$ cat src/common/ifsb_map.svh
`ifndef IFSB_MAP_SVH
`define IFSB_MAP_SVH

// Byte offsets of the registers on the bus, one aligned word each.
`define IFSB_OFF_THIRD 8'h00
`define IFSB_OFF_FOURTH 8'h04
`define IFSB_OFF_MASK_THIRD 8'h08
`define IFSB_OFF_MASK_FOURTH 8'h0c
`define IFSB_OFF_CLR_THIRD 8'h10
`define IFSB_OFF_CLR_FOURTH 8'h14
`define IFSB_OFF_PENDING 8'h18

// Flag positions inside the third flag register.
`define IFSB_BIT_CALENDAR 14
`define IFSB_BIT_I2C2_MASTER 2
`define IFSB_BIT_I2C2_SLAVE 1

// Flag positions inside the fourth flag register.
`define IFSB_BIT_LOW_VOLTAGE 8
`define IFSB_BIT_CHECKSUM 3
`define IFSB_BIT_UART2_ERR 2
`define IFSB_BIT_UART1_ERR 1

// Implemented bit masks and reset values.
`define IFSB_IMPL_THIRD 16'h4006
`define IFSB_IMPL_FOURTH 16'h010e
`define IFSB_RESET_FLAGS 16'h0000

// Bit of the pending register that reports the fourth register's half.
`define IFSB_PEND_FOURTH_LSB 16

`endif

$ cat src/common/ifsb_pkg.sv
package ifsb_pkg;

	// One 16-bit flag register image.
	typedef logic [15:0] ifsb_flags_t;

	// Bus slave phase.
	typedef enum logic [0:0] {
		IFSB_ST_IDLE,
		IFSB_ST_ANSWER
	} ifsb_state_t;

endpackage

$ cat src/verilog/ifsb_flag_reg.sv
// One flag register: hardware sets, software writes or clears by ones.
module ifsb_flag_reg #(
	parameter int WIDTH = 16,
	parameter logic [WIDTH-1:0] IMPL = '0
) (
	// Clock, reset and enable.
	input wire logic pclk,
	input wire logic presetn,
	input wire logic pce,
	// Hardware set pulses, one per bit.
	input wire logic [WIDTH-1:0] set_pulse,
	// Software write with lane mask.
	input wire logic wr_en,
	input wire logic [WIDTH-1:0] wr_mask,
	input wire logic [WIDTH-1:0] wr_data,
	// Software write-one-to-clear.
	input wire logic clr_en,
	input wire logic [WIDTH-1:0] clr_data,
	// Stored flags.
	output logic [WIDTH-1:0] flags_q
);
	import ifsb_pkg::*;

	genvar i;

	// Each implemented bit is a flop; the others are tied to zero.
	generate
		for (i = 0; i < WIDTH; i++)
		begin : g_bit
			if (IMPL[i])
			begin : g_impl
				logic bit_q;
				logic bit_d;
				logic wr_bit;
				logic clr_bit;

				// A set pulse in the same cycle as a write or clear wins.
				assign wr_bit = wr_en && wr_mask[i];
				assign clr_bit = clr_en && clr_data[i];
				assign bit_d = set_pulse[i] | (clr_bit ? 1'b0 : (wr_bit ? wr_data[i] : bit_q));

				// Each bit has its own flop, so the output has one driver per bit.
				assign flags_q[i] = bit_q;

				// Flag storage, held while the enable is low.
				always_ff @(posedge pclk or negedge presetn)
				begin
					if (!presetn)
						bit_q <= 1'b0;
					else if (pce)
						bit_q <= bit_d;
				end

				a_flag_set_sticks: assert property (@(posedge pclk) disable iff (!presetn)
					pce && set_pulse[i] |=> flags_q[i])
					else $error("Flag did not set after its source pulsed.");
				a_flag_write_zero: assert property (@(posedge pclk) disable iff (!presetn)
					pce && wr_bit && !wr_data[i] && !set_pulse[i] && !clr_bit |=> !flags_q[i])
					else $error("Flag did not take a written zero.");
			end
			else
			begin : g_none
				assign flags_q[i] = 1'b0;
			end
		end
	endgenerate

endmodule // ifsb_flag_reg

$ cat src/verilog/ifsb_top.sv
// fourth bit 1, and all flags clear to zero at reset.
//
`include "ifsb_map.svh"

module ifsb_top #(
	parameter int ADDR_W = 12
) (
	// Clock, reset and enable.
	input wire logic pclk,
	input wire logic presetn,
	input wire logic pce,
	// APB slave.
	input wire logic psel,
	input wire logic penable,
	input wire logic pwrite,
	input wire logic [ADDR_W-1:0] paddr,
	input wire logic [31:0] pwdata,
	input wire logic [3:0] pstrb,
	output logic [31:0] prdata,
	output logic pready,
	output logic pslverr,
	// Interrupt source pulses, same clock domain.
	input wire logic calendar_clock_event,
	input wire logic i2c_port2_master_event,
	input wire logic i2c_port2_slave_event,
	input wire logic low_voltage_detect_event,
	input wire logic checksum_generator_event,
	input wire logic uart_port2_error_event,
	input wire logic uart_port1_error_event,
	// Interrupt request.
	output logic irq
);
	import ifsb_pkg::*;

	// The offsets need eight address bits.
	generate
		if (ADDR_W < 8)
		begin : g_bad_addr
			$error("ADDR_W must be at least 8.");
		end
	endgenerate

	// Offset decode, used for every register.
	function automatic logic addr_hit(input logic [ADDR_W-1:0] addr, input logic [7:0] off);
		addr_hit = (addr == ADDR_W'(off));
	endfunction

	// Bus slave state.
	ifsb_state_t state_q;
	ifsb_state_t state_d;
	// Flag, mask and pending images.
	ifsb_flags_t flag_status_third;
	ifsb_flags_t flag_status_fourth;
	ifsb_flags_t mask_third_q;
	ifsb_flags_t mask_fourth_q;
	ifsb_flags_t mask_third_d;
	ifsb_flags_t mask_fourth_d;
	ifsb_flags_t set_third;
	ifsb_flags_t set_fourth;
	ifsb_flags_t lane_mask;
	ifsb_flags_t pend_third;
	ifsb_flags_t pend_fourth;
	// Bus data, answer and decode results.
	logic [31:0] prdata_q;
	logic [31:0] prdata_d;
	logic [31:0] read_word;
	logic pready_q;
	logic pslverr_q;
	logic pslverr_d;
	logic irq_q;
	logic irq_d;
	logic access;
	logic commit;
	logic wr_commit;
	logic hit_third;
	logic hit_fourth;
	logic hit_mask_third;
	logic hit_mask_fourth;
	logic hit_clr_third;
	logic hit_clr_fourth;
	logic hit_pending;
	logic hit_any;

	// Address decode for every register.
	assign hit_third = addr_hit(paddr, `IFSB_OFF_THIRD);
	assign hit_fourth = addr_hit(paddr, `IFSB_OFF_FOURTH);
	assign hit_mask_third = addr_hit(paddr, `IFSB_OFF_MASK_THIRD);
	assign hit_mask_fourth = addr_hit(paddr, `IFSB_OFF_MASK_FOURTH);
	assign hit_clr_third = addr_hit(paddr, `IFSB_OFF_CLR_THIRD);
	assign hit_clr_fourth = addr_hit(paddr, `IFSB_OFF_CLR_FOURTH);
	assign hit_pending = addr_hit(paddr, `IFSB_OFF_PENDING);
	assign hit_any = hit_third | hit_fourth | hit_mask_third | hit_mask_fourth
		| hit_clr_third | hit_clr_fourth | hit_pending;

	// Bus phase: the answer comes one cycle into the access phase.
	// Read data is captured at the first access edge, while a write waits for the ready edge,
	// so a refused write never reaches a flag or a mask.
	assign access = psel && penable && (state_q == IFSB_ST_IDLE);
	assign commit = psel && penable && pready_q;
	assign wr_commit = commit && pwrite && !pslverr_q;
	assign lane_mask = {{8{pstrb[1]}}, {8{pstrb[0]}}};

	// Hardware set pulses placed at their flag positions.
	always_comb
	begin
		set_third = '0;
		set_fourth = '0;
		set_third[`IFSB_BIT_CALENDAR] = calendar_clock_event;
		set_third[`IFSB_BIT_I2C2_MASTER] = i2c_port2_master_event;
		set_third[`IFSB_BIT_I2C2_SLAVE] = i2c_port2_slave_event;
		set_fourth[`IFSB_BIT_LOW_VOLTAGE] = low_voltage_detect_event;
		set_fourth[`IFSB_BIT_CHECKSUM] = checksum_generator_event;
		set_fourth[`IFSB_BIT_UART2_ERR] = uart_port2_error_event;
		set_fourth[`IFSB_BIT_UART1_ERR] = uart_port1_error_event;
	end

	// Third flag register.
	ifsb_flag_reg #(
		.WIDTH(16),
		.IMPL(`IFSB_IMPL_THIRD)
	) u_third (
		.pclk(pclk),
		.presetn(presetn),
		.pce(pce),
		.set_pulse(set_third),
		.wr_en(wr_commit && hit_third),
		.wr_mask(lane_mask),
		.wr_data(pwdata[15:0]),
		.clr_en(wr_commit && hit_clr_third),
		.clr_data(pwdata[15:0] & lane_mask),
		.flags_q(flag_status_third)
	);

	// Fourth flag register.
	ifsb_flag_reg #(
		.WIDTH(16),
		.IMPL(`IFSB_IMPL_FOURTH)
	) u_fourth (
		.pclk(pclk),
		.presetn(presetn),
		.pce(pce),
		.set_pulse(set_fourth),
		.wr_en(wr_commit && hit_fourth),
		.wr_mask(lane_mask),
		.wr_data(pwdata[15:0]),
		.clr_en(wr_commit && hit_clr_fourth),
		.clr_data(pwdata[15:0] & lane_mask),
		.flags_q(flag_status_fourth)
	);

	// Mask registers keep only implemented positions.
	assign mask_third_d = (wr_commit && hit_mask_third)
		? (((mask_third_q & ~lane_mask) | (pwdata[15:0] & lane_mask)) & `IFSB_IMPL_THIRD)
		: mask_third_q;
	assign mask_fourth_d = (wr_commit && hit_mask_fourth)
		? (((mask_fourth_q & ~lane_mask) | (pwdata[15:0] & lane_mask)) & `IFSB_IMPL_FOURTH)
		: mask_fourth_q;

	// Pending view and interrupt level.
	assign pend_third = flag_status_third & mask_third_q;
	assign pend_fourth = flag_status_fourth & mask_fourth_q;
	assign irq_d = |{pend_third, pend_fourth};

	// Read mux; unmapped reads return zero.
	assign read_word = hit_third ? {16'h0000, flag_status_third}
		: hit_fourth ? {16'h0000, flag_status_fourth}
		: hit_clr_third ? {16'h0000, flag_status_third}
		: hit_clr_fourth ? {16'h0000, flag_status_fourth}
		: hit_mask_third ? {16'h0000, mask_third_q}
		: hit_mask_fourth ? {16'h0000, mask_fourth_q}
		: hit_pending ? {pend_fourth, pend_third}
		: 32'h0000_0000;

	// Answer data and error captured as the access phase starts.
	assign prdata_d = (access && !pwrite) ? read_word : prdata_q;
	assign pslverr_d = access ? !hit_any : (commit ? 1'b0 : pslverr_q);

	// Slave phase: idle, then one answering cycle.
	always_comb
	begin
		state_d = state_q;
		case (state_q)
			IFSB_ST_IDLE:
				if (access)
					state_d = IFSB_ST_ANSWER;
			IFSB_ST_ANSWER:
				state_d = IFSB_ST_IDLE;
			default:
				state_d = IFSB_ST_IDLE;
		endcase
	end

	// Bus slave flops.
	always_ff @(posedge pclk or negedge presetn)
	begin
		if (!presetn)
		begin
			state_q <= IFSB_ST_IDLE;
			pready_q <= 1'b0;
			pslverr_q <= 1'b0;
			prdata_q <= 32'h0000_0000;
		end
		else if (pce)
		begin
			state_q <= state_d;
			pready_q <= access;
			pslverr_q <= pslverr_d;
			prdata_q <= prdata_d;
		end
	end

	// Mask and interrupt flops.
	always_ff @(posedge pclk or negedge presetn)
	begin
		if (!presetn)
		begin
			mask_third_q <= `IFSB_RESET_FLAGS;
			mask_fourth_q <= `IFSB_RESET_FLAGS;
			irq_q <= 1'b0;
		end
		else if (pce)
		begin
			mask_third_q <= mask_third_d;
			mask_fourth_q <= mask_fourth_d;
			irq_q <= irq_d;
		end
	end

	assign prdata = prdata_q;
	assign pready = pready_q;
	assign pslverr = pslverr_q;
	assign irq = irq_q;

	// Unimplemented positions never read as one.
	a_unimpl_read_zero: assert property (@(posedge pclk) disable iff (!presetn)
		((flag_status_third & ~`IFSB_IMPL_THIRD) == 16'h0000)
		&& ((flag_status_fourth & ~`IFSB_IMPL_FOURTH) == 16'h0000))
		else $error("An unimplemented flag bit reads as one.");

	a_read_upper_zero: assert property (@(posedge pclk) disable iff (!presetn)
		pready && !pwrite && !hit_pending |-> prdata[31:16] == 16'h0000)
		else $error("Upper half of a flag read is not zero.");

	// Each source lands on its own bit.
	a_i2c_master_bit: assert property (@(posedge pclk) disable iff (!presetn)
		pce && i2c_port2_master_event |=> flag_status_third[2])
		else $error("Second I2C master event did not set third bit 2.");

	a_i2c_slave_bit: assert property (@(posedge pclk) disable iff (!presetn)
		pce && i2c_port2_slave_event |=> flag_status_third[1])
		else $error("Second I2C slave event did not set third bit 1.");

	a_checksum_bit: assert property (@(posedge pclk) disable iff (!presetn)
		pce && checksum_generator_event |=> flag_status_fourth[3])
		else $error("Checksum event did not set fourth bit 3.");

	a_uart2_err_bit: assert property (@(posedge pclk) disable iff (!presetn)
		pce && uart_port2_error_event |=> flag_status_fourth[2])
		else $error("Second UART error did not set fourth bit 2.");

	a_calendar_bit: assert property (@(posedge pclk) disable iff (!presetn)
		pce && calendar_clock_event |=> flag_status_third[14])
		else $error("Calendar event did not set third bit 14.");

	a_low_voltage_bit: assert property (@(posedge pclk) disable iff (!presetn)
		pce && low_voltage_detect_event |=> flag_status_fourth[8])
		else $error("Low voltage event did not set fourth bit 8.");

	a_uart1_err_bit: assert property (@(posedge pclk) disable iff (!presetn)
		pce && uart_port1_error_event |=> flag_status_fourth[1])
		else $error("First UART error did not set fourth bit 1.");

	a_flag_reset_zero: assert property (@(posedge pclk)
		$rose(presetn) |-> flag_status_third == 16'h0000 && flag_status_fourth == 16'h0000)
		else $error("Flags are not zero just after reset.");

	a_set_beats_write: assert property (@(posedge pclk) disable iff (!presetn)
		pce && wr_commit && hit_third && !pwdata[2] && i2c_port2_master_event
		|=> flag_status_third[2])
		else $error("A software write lost a same-cycle set.");

	a_bus_two_cycles: assert property (@(posedge pclk) disable iff (!presetn)
		pce && psel && !penable ##1 pce && psel && penable && !pready |=> pready)
		else $error("Access did not answer on its second cycle.");

	// Ready is a single-cycle answer.
	a_ready_one_cycle: assert property (@(posedge pclk) disable iff (!presetn)
		pce && pready |=> !pready)
		else $error("Ready stood for more than one cycle.");

	// An unmapped address is answered with an error, a mapped one without.
	a_error_unmapped: assert property (@(posedge pclk) disable iff (!presetn)
		pce && access |=> pready && (pslverr == $past(!hit_any)))
		else $error("Error answer does not match the address decode.");

	// The interrupt level follows the masked flags one cycle later.
	a_irq_follows_pend: assert property (@(posedge pclk) disable iff (!presetn)
		pce |=> irq == $past((|(flag_status_third & mask_third_q))
		|| (|(flag_status_fourth & mask_fourth_q))))
		else $error("Interrupt level does not follow the masked flags.");

	// With both masks clear the interrupt stays low.
	a_irq_masked_low: assert property (@(posedge pclk) disable iff (!presetn)
		pce && (mask_third_q == 16'h0000) && (mask_fourth_q == 16'h0000) |=> !irq)
		else $error("Interrupt raised with every source masked.");

	// A one written to the clear alias drops the flag when no set competes.
	a_clear_alias_works: assert property (@(posedge pclk) disable iff (!presetn)
		pce && wr_commit && hit_clr_third && pwdata[2] && pstrb[0]
		&& !i2c_port2_master_event
		|=> !flag_status_third[2])
		else $error("A one written to the clear alias left the flag set.");

	// Masks never hold a bit at an unimplemented position.
	a_mask_impl_only: assert property (@(posedge pclk) disable iff (!presetn)
		((mask_third_q & ~`IFSB_IMPL_THIRD) == 16'h0000)
		&& ((mask_fourth_q & ~`IFSB_IMPL_FOURTH) == 16'h0000))
		else $error("A mask bit is set at an unimplemented position.");

	// A read of the third register returns the flags seen as the access began.
	a_read_data_third: assert property (@(posedge pclk) disable iff (!presetn)
		pce && access && !pwrite && hit_third |=> prdata == {16'h0000, $past(flag_status_third)})
		else $error("Read data differs from the third flag register.");

	// A full write with no competing set lands on the implemented bits only.
	a_write_lands: assert property (@(posedge pclk) disable iff (!presetn)
		pce && wr_commit && hit_fourth && (pstrb[1:0] == 2'b11) && (set_fourth == 16'h0000)
		|=> flag_status_fourth == ($past(pwdata[15:0]) & `IFSB_IMPL_FOURTH))
		else $error("A write to the fourth register did not land.");

	// With the enable low the flags stand still.
	a_flags_freeze: assert property (@(posedge pclk) disable iff (!presetn)
		!pce |=> $stable(flag_status_third) && $stable(flag_status_fourth))
		else $error("A flag changed while the enable was low.");

endmodule // ifsb_top

$ cat config.mk
export PLATFORM = sky130hd
export DESIGN_NAME = ifsb_top
export DESIGN_NICKNAME = d
export VERILOG_FILES = /design/src/common/ifsb_pkg.sv /design/src/verilog/ifsb_flag_reg.sv /design/src/verilog/ifsb_top.sv
export VERILOG_INCLUDE_DIRS = /design/src /design/src/common
export SDC_FILE = /design/constraint.sdc
export NUM_CORES = 1
export LEC_CHECK = 0
export ABC_CLOCK_PERIOD_IN_PS = 1400
export BUFFER_PORTS_ARGS = -buffer_cell sky130_fd_sc_hd__buf_2
export CORE_UTILIZATION = 40
export CTS_CLUSTER_DIAMETER = 40
export DETAILED_ROUTE_END_ITERATION = 10
export PLACE_DENSITY = 0.81
export SYNTH_ARGS = -nofsm -noshare
export SYNTH_HDL_FRONTEND = slang
export SYNTH_SLANG_ARGS = --single-unit
$ cat constraint.sdc
create_clock -name pclk -period 1.4 [get_ports pclk]
set_input_delay 0.21 -clock pclk [delete_from_list [all_inputs] [get_ports pclk]]
set_output_delay 0.21 -clock pclk [all_outputs]
set_load 0.01 [all_outputs]
== After elaboration in Yosys (flattened, before gate mapping) ==
Index checks and enable logic that the tools add are counted.
Operators by class
  add/subtract/negate cells: 0
  multipliers: 0
  divide/modulo/power cells: 0
  $lt $le $gt $ge: 0
  eq/ne operators: 6
  shift-type cells: 0
  multiplexer cells: 25
  bitwise logic cells: 22
  reduce and logical (&&, ||, !) cells: 33
Operators with widths (count)
  2-to-1 mux 25 bit: 7
  AND 15 bit: 3
  == test 12 x 5 -> 1 bit (second input constant): 3
  OR reduction 32 bit: 1
  == test 12 x 4 -> 1 bit (second input constant): 2
  logical AND 1 bit: 23
  AND 9 bit: 2
  2-to-1 mux 1 bit: 17
  NOT 15 bit: 1
  bitwise OR 15 bit: 1
  bitwise OR 1 bit: 13
  == test 12 x 3 -> 1 bit (second input constant): 1
  zero test 12 bit: 1
  bitwise OR 9 bit: 1
  AND reduction 2 bit: 4
  zero test 1 bit: 3
  one-hot mux 1 bit (2 select lines): 1
  nonzero test 2 bit: 1
  NOT 1 bit: 1
Storage, ports and cells
  bits in registers: 50
  bits in latches: 0
  RAM bits: 0
  ROM bits: 0
  output and inout bits: 35
  memories: 0

== Depth between registers and ports, before layout ==
Gate-level depths: netlist (run 1).
  depth in word-level cells: 9
  mapped depth: 6
  mapped depth without buffers: 4

== Hierarchy ==
A second synthesis (run 1) with hierarchy kept.
Second synthesis, totals
  cell total of the unflattened synthesis: 271
  area total of the unflattened synthesis: 2504.9 sq um
Modules (own cells, without submodules)
  ifsb_top: times used 1, cells each 193, area an instance 1752.9 sq um, seq. area each 750.7 sq um
  ifsb_flag_reg at u_fourth: times used 1, cells each 43, area an instance 425.4 sq um, seq. area each 100.1 sq um
  ifsb_flag_reg at u_third: times used 1, cells each 35, area an instance 326.6 sq um, seq. area each 75.1 sq um

== Worst setup path after synthesis (run 1) ==
No wires, ideal clock.
  path kind: in2reg
  start point: input paddr[4]
  end point: register (tool-made name)
  data arrival time: 1.545 ns
  slack: -0.270 ns
  stages on the path: 5
  path buffers: 1
  cells stage by stage: buf_6 > or4_4 > nor4_4 > nand2_2 > mux2_4
RTL lines
  start: declaration: RTL line ifsb_top.sv:16  | input wire logic [ADDR_W-1:0] paddr,

== Worst setup path in the final report (run 1) ==
  start point: register state_q
  end point: register prdata_q[17] (netlist: prdata[17])
On the way
  cells in the longest elaborated chain, start to end: 4
RTL lines
  start: declaration: RTL line ifsb_top.sv:49  | ifsb_state_t state_q;
  start signal: assignment: RTL line ifsb_top.sv:205  | state_q <= state_d;
  NOT 1 bit
  logical AND 1 bit: RTL line ifsb_top.sv:98  | assign access = psel && penable && (state_q == IFSB_ST_IDLE);
  logical AND 1 bit: RTL line ifsb_top.sv:175  | assign prdata_d = (access && !pwrite) ? read_word : prdata_q;
  AND reduction 2 bit (no line)
  end signal: assignment: RTL line ifsb_top.sv:208  | prdata_q <= prdata_d;
  end: declaration: RTL line ifsb_top.sv:64  | logic [31:0] prdata_q;
No other way between the ends.
A chain may end at the register's enable or synchronous reset.

==> results of run 1 <==
[cell type report]
class / instances / area, µm²
Fill cell: 344 / 1720
Multi-Input combinational cell: 141 / 1020
Sequential cell: 26 / 651
Timing Repair Buffer: 78 / 490
Tap cell: 50 / 62.6
Clock buffer: 3 / 41.3
Clock inverter: 1 / 30.0
Inverter: 3 / 11.3
[stage by stage]
step                TNS, ps  power [µW]
floorplan             -1980        1030
global placement      -5330        1160
detailed placement    -5850        1170
CTS                    -839        1800
global route          -1830        1880
finish                 -677        1810
[layer usage]
metal | vias to the layer above | track usage | wire, µm | share of wire
met2 | 68 | 0.356 | 2220 | 0.50
met5 | - | 0 | 0 | 0
li1 | 749 | - | - | -
met1 | 747 | 0.280 | 1950 | 0.44
met3 | 8 | 0.0291 | 200 | 0.045
met4 | 0 | 0.0878 | 76 | 0.017
[layout by cell type (no fill, tap or decap), types with 2 or more instances in the layout]
cell,Yosys,final
buf_2,1,42
buf_4,23,33
dfrtp_1,26,26
conb_1,1,23
nor2_1,18,17
nand2_1,15,15
mux2_4,1,7
a31oi_1,6,6
xor2_1,5,5
a211oi_2,0,5
a211oi_1,10,5
o21ai_1,6,5
nor3_1,5,4
or3_1,4,4
or4_4,3,3
clkbuf_8,0,3
nor4_1,3,2
nand3b_1,2,2
nor2_4,1,2
and2_1,2,2
nand3_1,5,2
nor4_4,2,2
inv_1,2,2
a21o_1,2,2
o21bai_1,2,2
a22o_1,2,2
nand3_4,0,2
o41ai_2,0,2
a22oi_1,2,2
buf_6,1,2
[cells by family after synthesis]
| logic type | after synthesis |
|---|---|
| other cells | 1 |
| mux | 10 |
| flops | 26 |
| compound gates | 35 |
| simple gates | 68 |
| xor+xnor | 5 |
| buf+inv | 32 |
[final timing paths]
kind                            from          to  slack [ps]  depth (start not counted)
max                          state_q  prdata[17]         -80                          3
min                        pwdata[3]   flip-flop         190                          2
max reg2reg                  state_q  prdata[17]         -80                          3
min reg2reg                prdata[3]   prdata[3]         490                          2
max in group asynchronous    presetn     state_q         540                          2
min in group asynchronous    presetn   prdata[1]         470                          2
[report_power, final]
group          switching (µW)  leakage [µW]  internal (µW)
sequential               28.8      0.000328            784
combinational             205      0.000731            167
clock                     246     0.0000357            382
[worst max-delay path, cell delays in order (launching register included)]
cell	delay [ps]
dfrtp_1	400
or3_1	410
or4_4	470
o21ai_1	130
[what timing repair did]
action                                  in CTS  in global routing
endpoints found under the setup margin      20                 23
endpoints found under the hold margin       26                  0
gates resized for setup                     10                  6
buffers inserted                             2                  0
hold buffers                                 1                  0
pin swaps                                    8                  6
==> results.json, run 1 <==
{
  "cp.arrival_ps": 1690,
  "hpwl_um": 3350,
  "power.density_mw_per_mm2": 787,
  "yosysSeqAreaShare": 0.387,
  "cap_violations": 0,
  "cp-end-kind": "flip-flop",
  "synthFlopType": "dfrtp_1",
  "die_y_um": 66.8,
  "post_drt_wl_per_cell_um": 14.7,
  "synthAdderAreaFrac": 0,
  "htreeDepth": 1,
  "synth_cell_types": 44,
  "rsz0062_at_grt": "yes",
  "n_antenna_cell": 0,
  "synthSimpleGateAreaFrac": 0.237,
  "synth_xor_area_frac": 0.0260,
  "antenna_found_initial": 0,
  "grt_max_degree": 27,
  "drc": 0,
  "rows": 23,
  "initial_core_util": 0.417,
  "path_max_fanout": 4,
  "place_inst": 295,
  "area_growth_pct": 37.1,
  "yosysTopAreaCell": "dfrtp_1",
  "synth_most_common_cell": "dfrtp_1",
  "syn_inst": 177,
  "cts_tree": "done",
  "relSlewSlack": 0.604,
  "grt_pass1_vias": 1499,
  "status": "complete, but fails checks",
  "synth_top_family_by_area": "simple AND/OR/NAND/NOR gates",
  "die_x_um": 66.8,
  "first_iter_violations": 111,
  "track_usage": 0.215,
  "max_freq_mhz": 676,
  "synth_edf_count": 0,
  "finalHoldViolCount": 0,
  "hp-class": "input port to flip-flop",
  "dpl_cell_area_mm2": 0.00212,
  "num_vias": 1572,
  "synth_compound_area_frac": 0.145,
  "critPathKind": "flip-flop to flip-flop",
  "final_area_mm2": 0.00231,
  "clkSinkCount": 26,
  "antenna_left": 0,
  "syn-cell-area_mm2": 0.00168,
  "drt-total-wl_um": 4450,
  "root_buffer": "clkbuf_8",
  "leakage_uw": 0.00109,
  "hold_ws_ps": 191,
  "num-nets-final": 314,
  "pre_cts_ws_ps": -337,
  "peakVddDrop_uv": 432,
  "cts.path.max_buffers": 2,
  "portBuffers": 43,
  "grt_overflow": 0,
  "yosysWarningCount": 0,
  "cts_inserted_buffers": 3,
  "fin_ws_ps": -80.3,
  "fin_crit_ps": 1480,
  "drive_gt1_frac": 0.452,
  "muxShareOfSynthArea": 0.0751,
  "design.core.area_mm2": 0.00403,
  "ys_async_sr_fraction": 1.00,
  "fin_util": 0.572,
  "clkTransAtPathRegs_ps": 100,
  "cp-start-kind": "flip-flop",
  "dr.pass1.iters": 4,
  "setup_viol": 16,
  "clock_latency_ps": 270,
  "fin_skew_ps": 3.35,
  "tightest_slew_ps": 594,
  "violations": "negative setup slack",
  "via_per_inst": 5.21,
  "synth_top_area_frac": 0.387,
  "finalCritPeriodShare": 1.06,
  "syn_area_per_cell_um2": 9.50,
  "cp.required_ps": 1600,
  "synthTopCellsByCount": "dfrtp_1, buf_4, nor2_1",
  "gp_routability_congestion": 0.901,
  "grt_pass1_wl_um": 7040,
  "ios": 96,
  "finalNonFillerCells": 302,
  "drv_slew": 0,
  "yosys-top-cells-area": "dfrtp_1, buf_4, a211oi_1",
  "dieArea_mm2": 0.00447,
  "ys_ff_latch": 26
}
(Power assumes the default switching activity.)
==> inputs of run 2 (changes only) <==
Settings changed: CORE_UTILIZATION 40 to 45, SLEW_MARGIN set to 20, SYNTH_HIERARCHICAL set to 1.
==> run 2 against run 1 <==
Sequential power increased by 34%. Largest cell class unchanged. The flow still finishes with violations (negative setup slack). Critical path depth is 2 higher. Flip-flop and latch count up 11.
==> results.json, run 2 <==
{
  "status": "complete, but fails checks",
  "violations": "negative setup slack",
  "syn-cell-area_mm2": 0.00244,
  "grt_pass1_wl_um": 9630,
  "peakVddDrop_uv": 449,
  "fin_skew_ps": 9.11,
  "first_iter_violations": 213,
  "rrSetupSlack_ps": -340,
  "worstHoldStart": "pwdata[14]",
  "drc": 0,
  "post_drt_wl_per_cell_um": 15.5,
  "syn_inst": 260,
  "die_x_um": 75.6,
  "leakage_uw": 0.00144,
  "hold_depth": 2,
  "cts_inserted_buffers": 5,
  "track_usage": 0.226,
  "grt_overflow": 0,
  "relSlewSlack": 0.532,
  "finalCritPeriodShare": 1.24,
  "cp-start-kind": "flip-flop",
  "critPathKind": "flip-flop to flip-flop",
  "yosysWarningCount": 6,
  "antenna_found_initial": 1,
  "cp.required_ps": 1570,
  "grt_max_degree": 38,
  "drive_gt1_frac": 0.435,
  "gp_routability_congestion": 0.857,
  "pre_cts_ws_ps": -426,
  "cts.path.max_buffers": 2,
  "rows": 26,
  "area_growth_pct": 27.9,
  "max_freq_mhz": 576,
  "syn_area_per_cell_um2": 9.37,
  "most-common-layout-cells": "buf_2, conb_1, dfrtp_1",
  "root_buffer": "clkbuf_8",
  "clock_latency_ps": 290,
  "drt-total-wl_um": 6350,
  "initial_core_util": 0.471,
  "cp-end-kind": "flip-flop",
  "dr.pass1.iters": 4,
  "setup_viol": 18,
  "fin_crit_ps": 1740,
  "dieArea_mm2": 0.00571,
  "fin_setup_tns_ps": -3640,
  "startpoint": "state_q",
  "drv_slew": 0,
  "die_y_um": 75.6,
  "ios": 96,
  "cp.arrival_ps": 1900,
  "rsz0062_at_grt": "yes",
  "clkSinkCount": 37,
  "path_max_fanout": 7,
  "cts_tree": "done",
  "layout_commonest_cell": "buf_2",
  "hp-class": "input port to flip-flop",
  "cap_violations": 0,
  "hpwl_um": 4290,
  "num-nets-final": 398,
  "ff2ff_path_depth": 5,
  "tightest_slew_ps": 699,
  "clkTransAtPathRegs_ps": 80,
  "fillers": 428,
  "finalHoldViolCount": 0,
  "htreeDepth": 2,
  "via_per_inst": 5.34,
  "r2r_start": "state_q",
  "antenna_left": 0,
  "rr_endpoint": "u_fourth/g_bit[8].g_impl.bit_q",
  "num_vias": 2184,
  "grt_pass1_vias": 2008,
  "power.density_mw_per_mm2": 766,
  "design.core.area_mm2": 0.00517,
  "fin_ws_ps": -336,
  "portBuffers": 54
}
## run 2: how the worst max path moves through the flow
stage,slack (ps),cells past startpoint,to
floorplan,-360,6,u_fourth/g_bit[1].g_impl.bit_q
global placement,-370,7,u_fourth/g_bit[1].g_impl.bit_q
detailed placement,-430,7,u_fourth/g_bit[1].g_impl.bit_q
CTS,-280,5,u_fourth/g_bit[1].g_impl.bit_q
global route,-410,5,u_fourth/g_bit[1].g_impl.bit_q
finish,-340,5,u_fourth/g_bit[8].g_impl.bit_q
## run 2: worst max-delay path, stage by stage (launching register included)
cell	delay, ps
dfrtp_2	370
nand4_1	120
or3_4	380
nor3_4	250
a22oi_1	150
a221o_1	340
## run 2: area by class of cell
cell class              instances  area [µm²]  share of cell area
multi-input cells             196        1390               0.447
well taps                      70        87.6              0.0281
repair buffers                 89         561               0.180
clock inverters                 3        46.3              0.0149
clock buffers                   5        68.8              0.0221
inverters                       8        30.0             0.00963
flip-flops and latches         37         927               0.297
diodes                          1        2.50            0.000803
## run 2: report_power, final
group	switching, µW	internal, µW
Combinational	199	151
Sequential	8.39	1080
Clock	419	533
Total	626	1760
## run 2: metal layers
layer | wire, µm | part of all wire | GRT usage | vias to the layer above
met5 | 0 | 0 | 0 | -
met3 | 363 | 0.057 | 0.0489 | 8
met4 | 75 | 0.012 | 0.0802 | 0
met1 | 2700 | 0.43 | 0.308 | 1055
li1 | - | - | - | 1023
met2 | 3200 | 0.50 | 0.358 | 98
## run 2: through the flow
stage | utilization | total power, µW | instance area [µm²] | hold slack, ps | cells
2_1_floorplan | - | 1310 | 2610 | -85.6 | 294
3_3_place_gp | 0.540 | 1390 | 2790 | 279 | 392
3_5_place_dp | 0.540 | 1400 | 2790 | 292 | 392
4_1_cts | 0.587 | 2360 | 3040 | 169 | 406
5_1_grt | 0.602 | 2470 | 3110 | 180 | 408
6_report | 0.603 | 2390 | 3120 | 170 | 409
## run 2: repair_timing
action,in CTS,in global routing
endpoints found under the setup margin,34,35
resized for setup,19,16
pin swaps,15,6
endpoints found under the hold margin,37,0
buffers inserted,5,2
hold buffers,1,0
gates cloned,0,1
